File: config.mk
export PLATFORM = sky130hd
export DESIGN_NAME = interrupt_level_control
export DESIGN_NICKNAME = d
export VERILOG_FILES = /design/src/interrupt_level_control_pkg.sv /design/src/interrupt_level_control.sv /design/src/level_priority_resolve.sv
export VERILOG_INCLUDE_DIRS = /design/src
export SDC_FILE = /design/constraint.sdc
export NUM_CORES = 1
export LEC_CHECK = 0
export BUFFER_PORTS_ARGS = -buffer_cell sky130_fd_sc_hd__buf_2
export CORE_ASPECT_RATIO = 1.75
export CORE_MARGIN = 2
export CORE_UTILIZATION = 40
export DETAILED_ROUTE_END_ITERATION = 10
export PLACE_DENSITY = 0.67
export SLEW_MARGIN = 20
export SYNTH_ARGS = -nofsm -noshare
export SYNTH_HDL_FRONTEND = slang
export SYNTH_SLANG_ARGS = --single-unit
File: constraint.sdc
create_clock -name clk -period 3.6 [get_ports clk]
set_clock_uncertainty 0.2 [all_clocks]
set_input_delay 0.18 -clock clk [delete_from_list [all_inputs] [get_ports clk]]
set_output_delay 0.18 -clock clk [all_outputs]
set_load 0.01 [all_outputs]
File: src/interrupt_level_control_regs.svh
// Register locations, field positions and reset values of the interrupt level controller.
`ifndef INTERRUPT_LEVEL_CONTROL_REGS_SVH
`define INTERRUPT_LEVEL_CONTROL_REGS_SVH

// ****************************************
// Register locations
// ****************************************
`define LEVEL_REQUEST_ADDR 8'hDC
`define LEVEL_MASK_ADDR 8'hDD
`define SYSTEM_MODE_ADDR 8'hDE
`define LEVEL_PRIORITY_ADDR 8'hFF

// ****************************************
// System mode fields
// ****************************************
`define MODE_GLOBAL_ENABLE_BIT 0
`define MODE_FAST_ENABLE_BIT 1
`define MODE_FAST_LEVEL_LSB 2
`define MODE_FAST_LEVEL_MSB 4
`define MODE_EXT_IF_LSB 5
`define MODE_EXT_IF_MSB 7

// ****************************************
// Priority fields
// ****************************************
`define PRIO_GROUP_HI_BIT 7
`define PRIO_GROUP_MID_BIT 4
`define PRIO_GROUP_LO_BIT 1
`define PRIO_A_ORDER_BIT 0
`define PRIO_B_SPLIT_BIT 2
`define PRIO_B_SUB_BIT 3
`define PRIO_C_SPLIT_BIT 5
`define PRIO_C_SUB_BIT 6

// ****************************************
// Reset values and vector layout
// ****************************************
`define SYSTEM_MODE_RESET 8'h00
`define LEVEL_MASK_RESET 8'h00
`define LEVEL_PRIORITY_RESET 8'h00
`define VECTOR_BASE 8'hDC
`define VECTOR_STEP 2

`endif

File: src/interrupt_level_control_pkg.sv
// Shared types of the interrupt level controller.
package interrupt_level_control_pkg;

  typedef enum logic {
    SVC_IDLE,
    SVC_ACTIVE
  } service_state_e;

  typedef logic [2:0] level_t;

endpackage

File: src/interrupt_level_control.sv
// Interrupt level controller: mask, priority, request and system mode registers and arbiter.
//
// Function
// - Same level: lowest vector address wins, fixed.
// - Priority index zero is highest within level.
// - Global enable is bit 0; instructions set/clear.
// - Enabled interrupts serviced by configured priority.
// - Read/write mask register, one bit per level.
// - Priority groups: A 0-1, B 2-4, C 5-7.
// - Read-only request register, one bit per level.
// - System mode holds fast-interrupt and external-interface controls.
// - Direct write of bit 0 changes global enable.
// - Service needs global, level and source enables.
// - Each source has its own peripheral enable.
// - Priority bits 7,4,1 select group order.
// - Mask bit n enables level n when one.
// - Reset clears system mode bits 0 and 1.
// - Acknowledge clears global enable; return sets it.
`timescale 1ns/1ps
`include "interrupt_level_control_regs.svh"

module interrupt_level_control
  import interrupt_level_control_pkg::*;
#(
  parameter int NUM_SOURCES = 18
) (
  // Clock and reset
  input wire logic clk,
  input wire logic rst_n,
  // Register port
  input wire logic [7:0] regAddr,
  input wire logic regWrite,
  input wire logic regRead,
  input wire logic [7:0] regWdata,
  output logic [7:0] regRdata,
  // Core instruction strobes
  input wire logic enableInterruptInstruction,
  input wire logic disableInterruptInstruction,
  input wire logic interruptReturnInstruction,
  input wire logic intAck,
  // Peripheral sources, index in vector address order
  input wire logic [NUM_SOURCES-1:0] srcRequest,
  input wire logic [NUM_SOURCES-1:0] srcEnable,
  // Towards the core
  output logic intRequest,
  output level_t winLevel,
  output logic [4:0] winSource,
  output logic [7:0] winVector,
  output logic inService,
  output logic [7:0] levelRequest
);

  // The source-to-level map is written out by hand, so only eighteen sources fit it.
  if (NUM_SOURCES != 18) begin : g_bad_source_count
    $error("interrupt_level_control: the level map serves exactly 18 sources");
  end

  // ****************************************
  // Helpers
  // ****************************************
  // Level owning each source; the vector order puts sources of one level next to each other.
  function automatic level_t srcLevel(input int idx);
    if (idx < 2) return 3'h0;
    else if (idx == 2) return 3'h1;
    else if (idx == 3) return 3'h2;
    else if (idx < 6) return 3'h3;
    else if (idx == 6) return 3'h4;
    else if (idx < 10) return 3'h5;
    else if (idx < 14) return 3'h6;
    else return 3'h7;
  endfunction

  function automatic logic [7:0] vectorOf(input logic [4:0] idx);
    return `VECTOR_BASE + 8'(idx) * 8'(`VECTOR_STEP);
  endfunction

  // ****************************************
  // Reset release
  // ****************************************
  // Only the second flop is read, so a release near an edge never reaches the registers.
  logic rstMeta;
  logic rstSync_n;

  always_ff @(posedge clk or negedge rst_n) begin
    if (!rst_n) begin
      rstMeta <= 1'b0;
      rstSync_n <= 1'b0;
    end else begin
      rstMeta <= 1'b1;
      rstSync_n <= rstMeta;
    end
  end

  // ****************************************
  // Registers
  // ****************************************
  logic globalEnable;
  logic [7:1] systemMode;
  logic [7:0] levelMask;
  logic [7:0] levelPriority;
  logic modeWrite;

  assign modeWrite = regWrite && (regAddr == `SYSTEM_MODE_ADDR);

  // An acknowledge always wins so a granted interrupt can never re-enter itself.
  always_ff @(posedge clk or negedge rstSync_n) begin
    if (!rstSync_n) begin
      globalEnable <= 1'b0;
    end else if (intAck) begin
      globalEnable <= 1'b0;
    end else if (disableInterruptInstruction) begin
      globalEnable <= 1'b0;
    end else if (enableInterruptInstruction || interruptReturnInstruction) begin
      globalEnable <= 1'b1;
    end else if (modeWrite) begin
      globalEnable <= regWdata[`MODE_GLOBAL_ENABLE_BIT];
    end
  end

  always_ff @(posedge clk or negedge rstSync_n) begin
    if (!rstSync_n) begin
      systemMode <= 7'(`SYSTEM_MODE_RESET >> 1);
    end else if (modeWrite) begin
      systemMode <= regWdata[7:1];
    end
  end

  always_ff @(posedge clk or negedge rstSync_n) begin
    if (!rstSync_n) begin
      levelMask <= `LEVEL_MASK_RESET;
    end else if (regWrite && regAddr == `LEVEL_MASK_ADDR) begin
      levelMask <= regWdata;
    end
  end

  always_ff @(posedge clk or negedge rstSync_n) begin
    if (!rstSync_n) begin
      levelPriority <= `LEVEL_PRIORITY_RESET;
    end else if (regWrite && regAddr == `LEVEL_PRIORITY_ADDR) begin
      levelPriority <= regWdata;
    end
  end

  // ****************************************
  // Per-level request and eligibility
  // ****************************************
  logic [7:0] rawLevel;
  logic [7:0] eligibleLevel;
  logic [NUM_SOURCES-1:0] eligibleSrc;

  always_comb begin
    rawLevel = 8'h00;
    eligibleLevel = 8'h00;
    for (int i = 0; i < NUM_SOURCES; i++) begin
      eligibleSrc[i] = srcRequest[i] && srcEnable[i];
      rawLevel[srcLevel(i)] = rawLevel[srcLevel(i)] | srcRequest[i];
      eligibleLevel[srcLevel(i)] = eligibleLevel[srcLevel(i)] | eligibleSrc[i];
    end
    eligibleLevel = eligibleLevel & levelMask & {8{globalEnable}};
  end

  // Pending flags are visible even while interrupts are globally off.
  always_ff @(posedge clk or negedge rstSync_n) begin
    if (!rstSync_n) begin
      levelRequest <= 8'h00;
    end else begin
      levelRequest <= rawLevel;
    end
  end

  // ****************************************
  // Arbitration
  // ****************************************
  logic levelFound;
  level_t bestLevel;
  logic [4:0] bestSource;

  level_priority_resolve resolver (
    .eligible(eligibleLevel),
    .orderBits(levelPriority),
    .found(levelFound),
    .winner(bestLevel)
  );

  always_comb begin
    bestSource = 5'h00;
    for (int i = NUM_SOURCES - 1; i >= 0; i--) begin
      if (eligibleSrc[i] && srcLevel(i) == bestLevel) begin
        bestSource = 5'(i);
      end
    end
  end

  always_ff @(posedge clk or negedge rstSync_n) begin
    if (!rstSync_n) begin
      intRequest <= 1'b0;
      winLevel <= 3'h0;
      winSource <= 5'h00;
      winVector <= `VECTOR_BASE;
    end else begin
      intRequest <= levelFound && !intAck;
      winLevel <= bestLevel;
      winSource <= bestSource;
      winVector <= vectorOf(bestSource);
    end
  end

  // ****************************************
  // Service tracking
  // ****************************************
  service_state_e svcState;

  always_ff @(posedge clk or negedge rstSync_n) begin
    if (!rstSync_n) begin
      svcState <= SVC_IDLE;
    end else begin
      case (svcState)
        SVC_IDLE: if (intAck) svcState <= SVC_ACTIVE;
        SVC_ACTIVE: if (interruptReturnInstruction) svcState <= SVC_IDLE;
        default: svcState <= SVC_IDLE;
      endcase
    end
  end

  assign inService = (svcState == SVC_ACTIVE);

  // ****************************************
  // Read port
  // ****************************************
  always_ff @(posedge clk or negedge rstSync_n) begin
    if (!rstSync_n) begin
      regRdata <= 8'h00;
    end else if (regRead) begin
      case (regAddr)
        `LEVEL_REQUEST_ADDR: regRdata <= levelRequest;
        `LEVEL_MASK_ADDR: regRdata <= levelMask;
        `SYSTEM_MODE_ADDR: regRdata <= {systemMode, globalEnable};
        `LEVEL_PRIORITY_ADDR: regRdata <= levelPriority;
        default: regRdata <= 8'h00;
      endcase
    end
  end

  // ****************************************
  // Assertions
  // ****************************************
  logic [NUM_SOURCES-1:0] lastEligible;

  always_ff @(posedge clk or negedge rstSync_n) begin
    if (!rstSync_n) begin
      lastEligible <= '0;
    end else begin
      lastEligible <= eligibleSrc;
    end
  end
endmodule // interrupt_level_control

File: src/level_priority_resolve.sv
// Picks the winning interrupt level from the programmed group and subgroup order.
`timescale 1ns/1ps
`include "interrupt_level_control_regs.svh"

module level_priority_resolve
  import interrupt_level_control_pkg::*;
(
  // Inputs
  input wire logic [7:0] eligible,
  input wire logic [7:0] orderBits,
  // Result
  output logic found,
  output level_t winner
);

  // ****************************************
  // Ranking
  // ****************************************
  level_t groupA [2];
  level_t groupB [3];
  level_t groupC [3];
  level_t rank [8];
  logic [2:0] groupSel;

  always_comb begin
    groupA[0] = orderBits[`PRIO_A_ORDER_BIT] ? 3'h1 : 3'h0;
    groupA[1] = orderBits[`PRIO_A_ORDER_BIT] ? 3'h0 : 3'h1;
    if (orderBits[`PRIO_B_SPLIT_BIT]) begin
      groupB[0] = orderBits[`PRIO_B_SUB_BIT] ? 3'h4 : 3'h3;
      groupB[1] = orderBits[`PRIO_B_SUB_BIT] ? 3'h3 : 3'h4;
      groupB[2] = 3'h2;
    end else begin
      groupB[0] = 3'h2;
      groupB[1] = orderBits[`PRIO_B_SUB_BIT] ? 3'h4 : 3'h3;
      groupB[2] = orderBits[`PRIO_B_SUB_BIT] ? 3'h3 : 3'h4;
    end
    if (orderBits[`PRIO_C_SPLIT_BIT]) begin
      groupC[0] = orderBits[`PRIO_C_SUB_BIT] ? 3'h7 : 3'h6;
      groupC[1] = orderBits[`PRIO_C_SUB_BIT] ? 3'h6 : 3'h7;
      groupC[2] = 3'h5;
    end else begin
      groupC[0] = 3'h5;
      groupC[1] = orderBits[`PRIO_C_SUB_BIT] ? 3'h7 : 3'h6;
      groupC[2] = orderBits[`PRIO_C_SUB_BIT] ? 3'h6 : 3'h7;
    end
    groupSel = {orderBits[`PRIO_GROUP_HI_BIT], orderBits[`PRIO_GROUP_MID_BIT],
                orderBits[`PRIO_GROUP_LO_BIT]};
    // The two unassigned settings fall back to A, B, C so the order is never empty.
    case (groupSel)
      3'h1: rank = '{groupB[0], groupB[1], groupB[2], groupC[0], groupC[1], groupC[2],
                     groupA[0], groupA[1]};
      3'h3: rank = '{groupB[0], groupB[1], groupB[2], groupA[0], groupA[1],
                     groupC[0], groupC[1], groupC[2]};
      3'h4: rank = '{groupC[0], groupC[1], groupC[2], groupA[0], groupA[1],
                     groupB[0], groupB[1], groupB[2]};
      3'h5: rank = '{groupC[0], groupC[1], groupC[2], groupB[0], groupB[1], groupB[2],
                     groupA[0], groupA[1]};
      3'h6: rank = '{groupA[0], groupA[1], groupC[0], groupC[1], groupC[2],
                     groupB[0], groupB[1], groupB[2]};
      default: rank = '{groupA[0], groupA[1], groupB[0], groupB[1], groupB[2],
                        groupC[0], groupC[1], groupC[2]};
    endcase
  end

  // ****************************************
  // First eligible level in rank order
  // ****************************************
  always_comb begin
    found = 1'b0;
    winner = 3'h0;
    for (int i = 7; i >= 0; i--) begin
      if (eligible[rank[i]]) begin
        found = 1'b1;
        winner = rank[i];
      end
    end
  end

endmodule // level_priority_resolve

### Word-level counts from Yosys, hierarchy flattened

Cells that the tools add are included.

* add/subtract/negate cells: 1
* order comparisons: 8
* equal/unequal tests: 16
* muxes and demuxes: 67
* bitwise gates (word level): 23
* reductions and logical operators: 44

Operators by type and width (number)
* $pmux 24 s5: 1
* $mux 5: 18
* $logic_and 1x1->1: 40
* $eq 8x8->1 const B: 4
* $lt 3x4->1 const B: 8
* $pmux 8 s4: 1
* $mux 3: 10
* $mux 1: 26
* $bmux 1 s3: 8
* $or 1x1->1: 20
* $mux 9: 2
* $and 8x8->8: 2
* $eq 3x3->1 const A: 4
* $eq 3x3->1 const B: 3
* $add 7x7->8 const A: 1
* $eq 2x3->1 const A: 2
* $reduce_bool 4->1: 1
* $eq 1x3->1 const A: 1
* $eq 3x1->1 const B: 1
* $eq 3x2->1 const B: 1
* $logic_not 3->1: 1
* $pmux 1 s2: 1
* $logic_not 1->1: 1
* $logic_or 1x1->1: 1
* $not 1->1: 1

* bits in registers: 60
* input port bits: 60
* output and inout bits: 34
* word-level logic and storage cells: 172

### Longest topological paths before layout

Gate-level depths: netlist of run 1.

* depth after elaboration: 37
* gate-level depth with buffers: 19

### Cells and area by module

From an unflattened synthesis of run 1, not the netlist that was laid out.

* cell total of the unflattened synthesis: 610
* area total of the unflattened synthesis: 5154.9 µm²

By module, submodules not included
* interrupt_level_control: times used 1, cells an instance 248, area an instance 2751.4 µm², seq. area each 1457.6 µm²
* level_priority_resolve: times used 1, cells an instance 362, area an instance 2403.6 µm², seq. area each 0.0 µm²

### Worst setup path after synthesis of run 1

No wires, ideal clock.

* kind: register to register
* from: reg levelPriority[5]
* to: reg winVector[4]
* setup time: 0.083 ns
* arrival time: 3.855 ns
* required time: 3.317 ns
* slack: -0.538 ns
* cell stages (with the launch flop): 18
* period minus slack after synthesis: 4.138 ns
* cell sequence: dfrtp_1 clkbuf_1 inv_1 ha_1 o311ai_1 a22oi_2 mux4_1 nor2_1 a311oi_1 o311a_1 o41ai_2 buf_6 inv_4 nor2_1 a32oi_1 mux2_2 ha_1 xor2_1

* longest elaborated chain between the ends: 33
* elaborated cells on any way between the ends: 71
* classes of those cells: add/sub: 1; eq/ne: 7; mux: 44; reduce/logical: 19

RTL lines
* start: declaration: line interrupt_level_control.sv:100 `logic [7:0] levelPriority;`
* start signal: assignment: line interrupt_level_control.sv:138 `` levelPriority <= `LEVEL_PRIORITY_RESET; ``
* start signal: assignment: line interrupt_level_control.sv:140 `levelPriority <= regWdata;`
* $mux 9 (*): line level_priority_resolve.sv:37 `` if (orderBits[`PRIO_C_SPLIT_BIT]) begin ``
* $pmux 24 s5 (*): line level_priority_resolve.sv:49 `case (groupSel)`
* $bmux 1 s3: line level_priority_resolve.sv:72 `if (eligible[rank[i]]) begin`
* $mux 1 (not written as such): line level_priority_resolve.sv:72
* $mux 3 (7 in a row): line level_priority_resolve.sv:72
* $mux 3 (*): line level_priority_resolve.sv:72
* net bestLevel[2]: line interrupt_level_control.sv:175 `level_t bestLevel;`
* $eq 3x3->1: line interrupt_level_control.sv:188 `if (eligibleSrc[i] && srcLevel(i) == bestLevel) begin`
* $logic_and 1x1->1: line interrupt_level_control.sv:188
* $mux 5 (17 in a row): line interrupt_level_control.sv:188
* $mux 5 (*): line interrupt_level_control.sv:188
* $add 7x7->8 (no line) (*)
* end signal: assignment: line interrupt_level_control.sv:199 `` winVector <= `VECTOR_BASE; ``
* end signal: assignment: line interrupt_level_control.sv:204 `winVector <= vectorOf(bestSource);`
* end: declaration: line interrupt_level_control.sv:48 `output logic [7:0] winVector,`

The timed path passes the listed nets; every way through them passes the cells marked *. The select of a mux whose other input is x is not followed.
A chain may end at the register's enable or synchronous reset.

### Worst setup path after layout of run 1

* from: reg levelPriority[7]
* to: reg winVector[4]

* longest elaborated chain between the ends: 33
* elaborated cells on any way between the ends: 75
* classes of those cells: add/sub: 1; eq/ne: 12; mux: 43; reduce/logical: 19

RTL lines (line)
* $eq 3x3->1, or another cell as far along: level_priority_resolve.sv:49
* $pmux 24 s5 (*): level_priority_resolve.sv:49
* $bmux 1 s3: level_priority_resolve.sv:72
* $mux 1 (not written as such): level_priority_resolve.sv:72
* $mux 3 (7 in a row): level_priority_resolve.sv:72
* $mux 3 (*): level_priority_resolve.sv:72
* net bestLevel[1]: interrupt_level_control.sv:175
* $eq 3x3->1: interrupt_level_control.sv:188
* $logic_and 1x1->1: interrupt_level_control.sv:188
* $mux 5 (17 in a row): interrupt_level_control.sv:188
* $mux 5 (*): interrupt_level_control.sv:188
* $add 7x7->8 (no line) (*)

Marks and branches as above.

==> metrics.csv, run 1 <==
stage,metric,value,unit
clock_network,Bufs on Longest Clock Path,2,
yosys,Avg Synthesized Cell Area,9.369,um2
critical_path,CP Launch Type,register,
clock_network,H-tree Lvls,3,
yosys,Synth area leaders,"dfrtp_1, mux2_2, mux2i_1",
timing,worst setup slack after layout,-0.4342,ns
final_layout,share of cells above drive strength 1,53.77,%
power,power per cell area,317.8,nW/um2
critical_path,critical path arrival,4.10,ns
drt,DRT antenna net count,0,
placed_design,IO buf count,92,
final_layout,most frequent cells in the layout,"buf_4, buf_2, dfrtp_1",
timing,fin crit period,4.034,ns
critical_path,CP max stage delay,0.40,ns
critical_path,Critical Path End Type,register,
critical_path,"CP delay by family, top",compound AO/OA/AOI/OAI gates,
clock_network,"Reg clk slew, reported paths",0.05,ns
drt,detailed-route DRC error count,0,
final_layout,register cell area after layout,1465,um2
power,Total Power,2.484,mW
clock_network,Sink Count,58,
hold_path,WHS Path Cells,4,
power,leakage dissipation,3.538,nW
timing,f_max,247.9,MHz
timing,Worst slew margin,32.33,%
hold_path,worst min path class,primary input to register,
drt,via/cell ratio,6.138,
timing,final hold vios,0,
hold_path,Worst Hold End,winSource[0],
critical_path,worst reg2reg setup slack,-0.43,ns
final_layout,"commonest non-fill, non-tap cell in the layout",buf_4,
grt,vias in the first global route,6018,
drt,Wirelength per Cell,22.44,um
grt,Total GRT Usage,32.65,%
clock_network,Root Driver,clkbuf_16,
critical_path,crit path kind,register to register,
critical_path,worst-path cell chain,buf_6 -> buf_4 -> and2b_1 -> nor2_1 -> buf_4 -> a21oi_4 -> mux2i_1 -> o311ai_1 -> a211oi_2 -> o311ai_4 -> a31oi_4 -> inv_1 -> nor2_4 -> a32oi_2 -> mux2_4 -> ha_4 -> xor2_1,
yosys,Cells after Synth,516,
drt,DRT iter0 DRCs,394,
placed_design,dpl ws,-0.7924,ns
floorplanning,width of the die,87.11,um
clock_network,CTS Buf Count,9,
yosys,Synth Register Bits,58,
yosys,count of different cell masters after synthesis,99,
yosys,largest area contributor in the netlist,dfrtp_1,
drt,Vias,5807,
timing,Worst Max-Slew Pin Slew,1.006,ns
yosys,share of the synthesized area in the top cell type,27.43,%
hold_path,Hold Path Origin,srcEnable[0],
drt,Total Routed Length,21.23,mm
floorplanning,row cnt,53,
clock_network,"Clk Latency, worst-skew pair",0.34,ns
clock_network,CTS tree,built,
floorplanning,I/O pins,94,
final_layout,Multi-input gate area,3535,um2
job,MaxCap Viol Count,0,
yosys,Synth async-reset ratio,100.0,%
critical_path,CP max stage cell,dfrtp_2,
power,maximum VDD drop,0.4124,mV
timing,"Slew Viols, Final",0,
yosys,register area share after synthesis,30.15,%
timing,post-route clock period utilization,112.1,%
yosys,Post-synth EDFFs,0,
final_layout,Final nets,872,
final_layout,ANT cells,0,
grt,first-pass GRT wire length,32.03,mm
floorplanning,die area,13020,um2
yosys,synthesized cell area,4835,um2
critical_path,"most used cell, CP",buf_4,
grt,antenna violations before repair,0,
critical_path,RR Startpoint,levelPriority[7],
floorplanning,Core Box Area,11940,um2
grt,largest net degree at the start of global routing,30,
run_status,failing checks,negative setup slack,
yosys,Yosys Warn Count,0,
grt,grt ovf,0,
critical_path,CP Buf/Inv Count,4,
final_layout,area grow syn2layout,61.65,%
final_layout,Fill cells,903,
timing,final setup fails,9,
critical_path,R2R Path End,winVector[4],
drt,Pre-antenna DRT Iters,7,
floorplanning,die height,149.4,um
critical_path,Worst Path Required,3.66,ns
yosys,Post-synth top flop,dfrtp_1,
placed_design,routability cong.,1.063,
timing,Fin Hold WS,0.01796,ns
placed_design,detailed placement HPWL,15.57,mm
critical_path,Worst Path Max Fanout,12,
critical_path,FF-to-FF path depth,17,
timing,RSZ-0062 raised after global routing,yes,
floorplanning,Starting Density,40.50,%
run_status,status,"complete, but fails checks",
[sequential cells by signal, indices dropped and copies added, names as in the netlist]
signal	cells
rstMeta	1
inService	1
levelMask	8
levelPriority	8
intRequest	1
globalEnable	1
levelRequest	8
regRdata	8
systemMode	7
winSource	5
winVector	6
rstSync_n	1
winLevel	3
[Yosys cell counts (8+ instances only)]
| cell | number |
|---|---|
| mux2i_1 | 16 |
| o22ai_1 | 16 |
| nor3_1 | 8 |
| nand3_1 | 18 |
| mux2_2 | 26 |
| inv_1 | 20 |
| nand2_1 | 31 |
| nor2_1 | 39 |
| a22o_1 | 8 |
| dfrtp_1 | 53 |
| and2_1 | 8 |
| a221oi_1 | 9 |
| ha_1 | 8 |
| buf_6 | 11 |
| a21oi_1 | 23 |
| o21ai_0 | 16 |
| o21ai_1 | 9 |
| nand2b_1 | 11 |
[kinds of logic (layout without fill, tap and decap cells)]
kind of cell	after synthesis	in the layout	share of synthesized area (%)
xor+xnor	1	1	0.1812
mux	46	46	11.46
other cells	2	3	0.1553
compound gates	179	179	30.05
simple gates	168	168	19.23
flops	58	58	30.15
buf+inv	54	346	6.703
fa+ha+maj	8	8	2.070
[routing by layer]
layer	global-route usage, %	wire, um	up-vias
li1	-	-	2568
met2	58.89	11010	323
met5	0	0	-
met3	5.019	1139	141
met4	28.62	2330	0
met1	30.71	6747	2775
[where the power goes]
part           total (mW)  switching (mW)  internal [mW]  leakage [nW]
Sequential          0.746          0.0394          0.706         0.739
Combinational       0.804           0.405          0.399          2.64
Clock               0.934           0.324          0.611         0.156
[worst reg2reg max path: stages, from the launching register on]
cell and delay (ns):
dfrtp_2 0.40, buf_6 0.16, buf_4 0.17, and2b_1 0.22, nor2_1 0.09, buf_4 0.14, a21oi_4 0.22, mux2i_1 0.33
o311ai_1 0.16, a211oi_2 0.35, o311ai_4 0.14, a31oi_4 0.32, inv_1 0.17, nor2_4 0.16, a32oi_2 0.13, mux2_4 0.31
ha_4 0.17, xor2_1 0.13
[cell type report]
class,instances,area share [%]
multi-input cells,405,45.23
flip-flops and latches,58,18.75
well taps,137,2.193
inverters,23,1.233
clock buffers,9,2.882
repair buffers,307,28.40
clock inverters,7,1.313
[per-stage QoR]
step | utilization, % | setup TNS [ns] | cell area (um2) | instances
global placement | 54.77 | -5.069 | 6538 | 880
CTS | 63.14 | -2.042 | 7537 | 934
finish | 65.47 | -2.828 | 7815 | 946
global route | 65.47 | -4.243 | 7815 | 946
floorplan | - | -0.9133 | 4898 | 517
detailed placement | 54.77 | -6.079 | 6538 | 880
[what timing repair did]
| action | CTS | global route |
|---|---|---|
| pin swaps | 27 | 20 |
| hold endpoints to repair | 43 | 0 |
| resized for setup | 68 | 38 |
| setup endpoints to repair | 12 | 11 |
| buffers inserted | 9 | 13 |
| hold buffers | 29 | 0 |
[worst max path at each step]
stage                           startpoint            to  slack [ns]  cells after the start
after floorplan           levelPriority[5]  winVector[4]       -0.30                     19
final                     levelPriority[7]  winVector[4]       -0.43                     17
after global routing      levelPriority[6]  winVector[6]       -0.60                     20
after detailed placement  levelPriority[5]  winVector[4]       -0.79                     17
after global placement    levelPriority[5]  winVector[6]       -0.70                     17
after CTS                 levelPriority[2]  winVector[4]       -0.36                     18
(Power assumes the default switching activity.)
==> inputs of run 2 (changes only) <==
- CTS_BUF_LIST: default -> sky130_fd_sc_hd__clkbuf_8
==> run 2 against run 1 <==
Highest routed layer unchanged. Via count shrank 1.0%. Combinational power decreased by 3.0%. Sequential share of layout area increased by 0.63 points. The flow still finishes with violations (negative setup slack). Critical path depth up 2. Sequential cell count unchanged. Routed wire length is 2.2% lower. Sequential power down 0.7%. Register-to-register slack worse by 0.096 ns. Critical endpoint unchanged. Non-clock buffer count decreased by 6.
==> metrics.csv, run 2 (synthesized netlist as in run 1, its figures left out) <==
stage,metric,value,unit,change
run_status,status,"complete, but fails checks",,unchanged
run_status,failing checks,negative setup slack,,unchanged
critical_path,CP max stage delay,0.45,ns,was 0.40 ns
drt,Total Routed Length,20.77,mm,was 21.23 mm
critical_path,critical path arrival,4.20,ns,was 4.10 ns
floorplanning,die area,13020,um2,unchanged
floorplanning,width of the die,87.11,um,unchanged
critical_path,RR Startpoint,levelPriority[2],,was levelPriority[7]
drt,Pre-antenna DRT Iters,5,,was 7
critical_path,worst reg2reg setup slack,-0.53,ns,was -0.43 ns
power,power per cell area,291.7,nW/um2,was 317.8 nW/um2
drt,via/cell ratio,6.114,,was 6.138
final_layout,"commonest non-fill, non-tap cell in the layout",buf_4,,unchanged
critical_path,crit path launch,levelPriority[2],,was levelPriority[7]
drt,detailed-route DRC error count,0,,unchanged
floorplanning,Starting Density,40.50,%,unchanged
final_layout,Final nets,866,,was 872
critical_path,"CP delay by family, top",compound AO/OA/AOI/OAI gates,,unchanged
critical_path,worst-path cell chain,buf_6 -> ha_2 -> buf_4 -> nand2b_1 -> a21oi_2 -> o22ai_4 -> buf_4 -> a211oi_2 -> buf_4 -> a21oi_2 -> a311oi_2 -> a221oi_2 -> a211oi_2 -> buf_4 -> mux2_4 -> o22ai_4 -> a21oi_4 -> ha_4 -> xor2_1,,was buf_6 -> buf_4 -> and2b_1 -> nor2_1 -> buf_4 -> a21oi_4 -> mux2i_1 -> o311ai_1 -> a211oi_2 -> o311ai_4 -> a31oi_4 -> inv_1 -> nor2_4 -> a32oi_2 -> mux2_4 -> ha_4 -> xor2_1
power,leakage dissipation,3.425,nW,was 3.538 nW
critical_path,CP max stage cell,dfrtp_2,,unchanged
grt,antenna violations before repair,0,,unchanged
drt,DRT iter0 DRCs,394,,unchanged
grt,Total GRT Usage,31.72,%,was 32.65%
clock_network,H-tree Lvls,3,,unchanged
floorplanning,Core Box Area,11940,um2,unchanged
clock_network,Sink Count,58,,unchanged
power,maximum VDD drop,0.3292,mV,was 0.4124 mV
job,MaxCap Viol Count,0,,unchanged
final_layout,most frequent cells in the layout,"buf_4, buf_2, dfrtp_1",,unchanged
clock_network,CTS Buf Count,9,,unchanged
grt,first-pass GRT wire length,31.15,mm,was 32.03 mm
timing,Worst slew margin,33.04,%,was 32.33%
timing,setup tns final,-3.374,ns,was -2.828 ns
floorplanning,die height,149.4,um,unchanged
timing,f_max,242.1,MHz,was 247.9 MHz
critical_path,FF-to-FF path depth,19,,was 17
drt,Vias,5747,,was 5807
timing,worst setup slack after layout,-0.5303,ns,was -0.4342 ns
final_layout,Final Core Density,63.28,%,was 65.47%
critical_path,crit path kind,register to register,,unchanged
timing,final setup fails,9,,unchanged
hold_path,WHS Path Cells,4,,unchanged
clock_network,Root Driver,clkbuf_8,,was clkbuf_16
clock_network,Bufs on Longest Clock Path,2,,unchanged
critical_path,Critical Path End Type,register,,unchanged
placed_design,routability cong.,1.063,,unchanged
critical_path,"most used cell, CP",buf_4,,unchanged
floorplanning,I/O pins,94,,unchanged
grt,largest net degree at the start of global routing,30,,unchanged
timing,Fin Hold WS,0.01187,ns,was 0.01796 ns
clock_network,CTS tree,built,,unchanged
critical_path,Worst Path Required,3.67,ns,was 3.66 ns
timing,post-route clock period utilization,114.7,%,was 112.1%
timing,fin crit period,4.130,ns,was 4.034 ns
hold_path,Worst Hold End,winSource[0],,unchanged
floorplanning,row cnt,53,,unchanged
timing,final hold vios,0,,unchanged
critical_path,R2R Path End,winVector[4],,unchanged
timing,"Slew Viols, Final",0,,unchanged
final_layout,ANT cells,0,,unchanged
critical_path,Worst Path Max Fanout,5,,was 12
clock_network,"Clk Latency, worst-skew pair",0.35,ns,was 0.34 ns
placed_design,detailed placement HPWL,15.57,mm,unchanged
drt,DRT antenna net count,0,,unchanged
critical_path,CP Launch Type,register,,unchanged
critical_path,CP Buf/Inv Count,5,,was 4
placed_design,IO buf count,92,,unchanged
hold_path,worst min path class,primary input to register,,unchanged
grt,vias in the first global route,5902,,was 6018
hold_path,Hold Path Origin,srcEnable[0],,unchanged
clock_network,"Reg clk slew, reported paths",0.07,ns,was 0.05 ns
grt,grt ovf,0,,unchanged
timing,RSZ-0062 raised after global routing,yes,,unchanged
drt,Wirelength per Cell,22.09,um,was 22.44 um
timing,Worst Max-Slew Pin Slew,0.9959,ns,was 1.006 ns
final_layout,area grow syn2layout,56.24,%,was 61.65%
final_layout,share of cells above drive strength 1,52.55,%,was 53.77%
[run 2: timing repair]
action | 4_1_cts | 5_1_grt
hold buffers | 29 | 0
endpoints found under the setup margin | 12 | 11
gates resized for setup | 60 | 27
setup buffers | 7 | 10
endpoints found under the hold margin | 44 | 0
cloned | 0 | 0
pin swaps | 21 | 22
[run 2: worst min-delay path: stages]
cell and delay (ns):
buf_2 0.09, nand4_1 0.07, o21ai_1 0.09, a211oi_1 0.08
[run 2: routing by layer]
layer	GRT usage, %	up-vias	share of wire, %
li1	-	2549	-
met1	30.62	2758	32
met2	57.14	317	52
met3	4.247	123	5.3
met4	27.15	0	11
met5	0	-	0
[run 2: how the worst max path moves through the flow]
stage	slack [ns]	endpoint	cells after the start
after floorplan	-0.30	winVector[4]	19
after global placement	-0.70	winVector[6]	17
after detailed placement	-0.79	winVector[4]	17
after CTS	-0.37	winVector[4]	18
after global routing	-0.72	winVector[4]	18
final	-0.53	winVector[4]	19
[run 2: layout make-up]
| class | count | area [um2] |
|---|---|---|
| fill | 946 | 4383 |
| multi-input combinational | 405 | 3423 |
| tap | 137 | 171.4 |
| inverter | 23 | 93.84 |
| clock inverter | 7 | 102.6 |
| timing repair buffer | 301 | 2175 |
| sequential | 58 | 1464 |
| clock buffer | 9 | 123.9 |
[run 2: metrics by stage]
stage / total power [mW] / std cells / area [um2] / setup WS (ns)
after global placement: 1.381 / 880 / 6538 / -0.6970
after detailed placement: 1.396 / 880 / 6538 / -0.7924
after CTS: 2.143 / 931 / 7370 / -0.3712
after floorplan: 1.087 / 517 / 4898 / -0.3015
final: 2.204 / 940 / 7553 / -0.5303
after global routing: 2.283 / 940 / 7553 / -0.7190
[run 2: where the power goes]
group	leakage [nW]	internal, mW	switching, mW	total, mW
clock network	0.110	0.395	0.287	0.682
logic	2.57	0.387	0.394	0.780
registers	0.741	0.705	0.0364	0.741
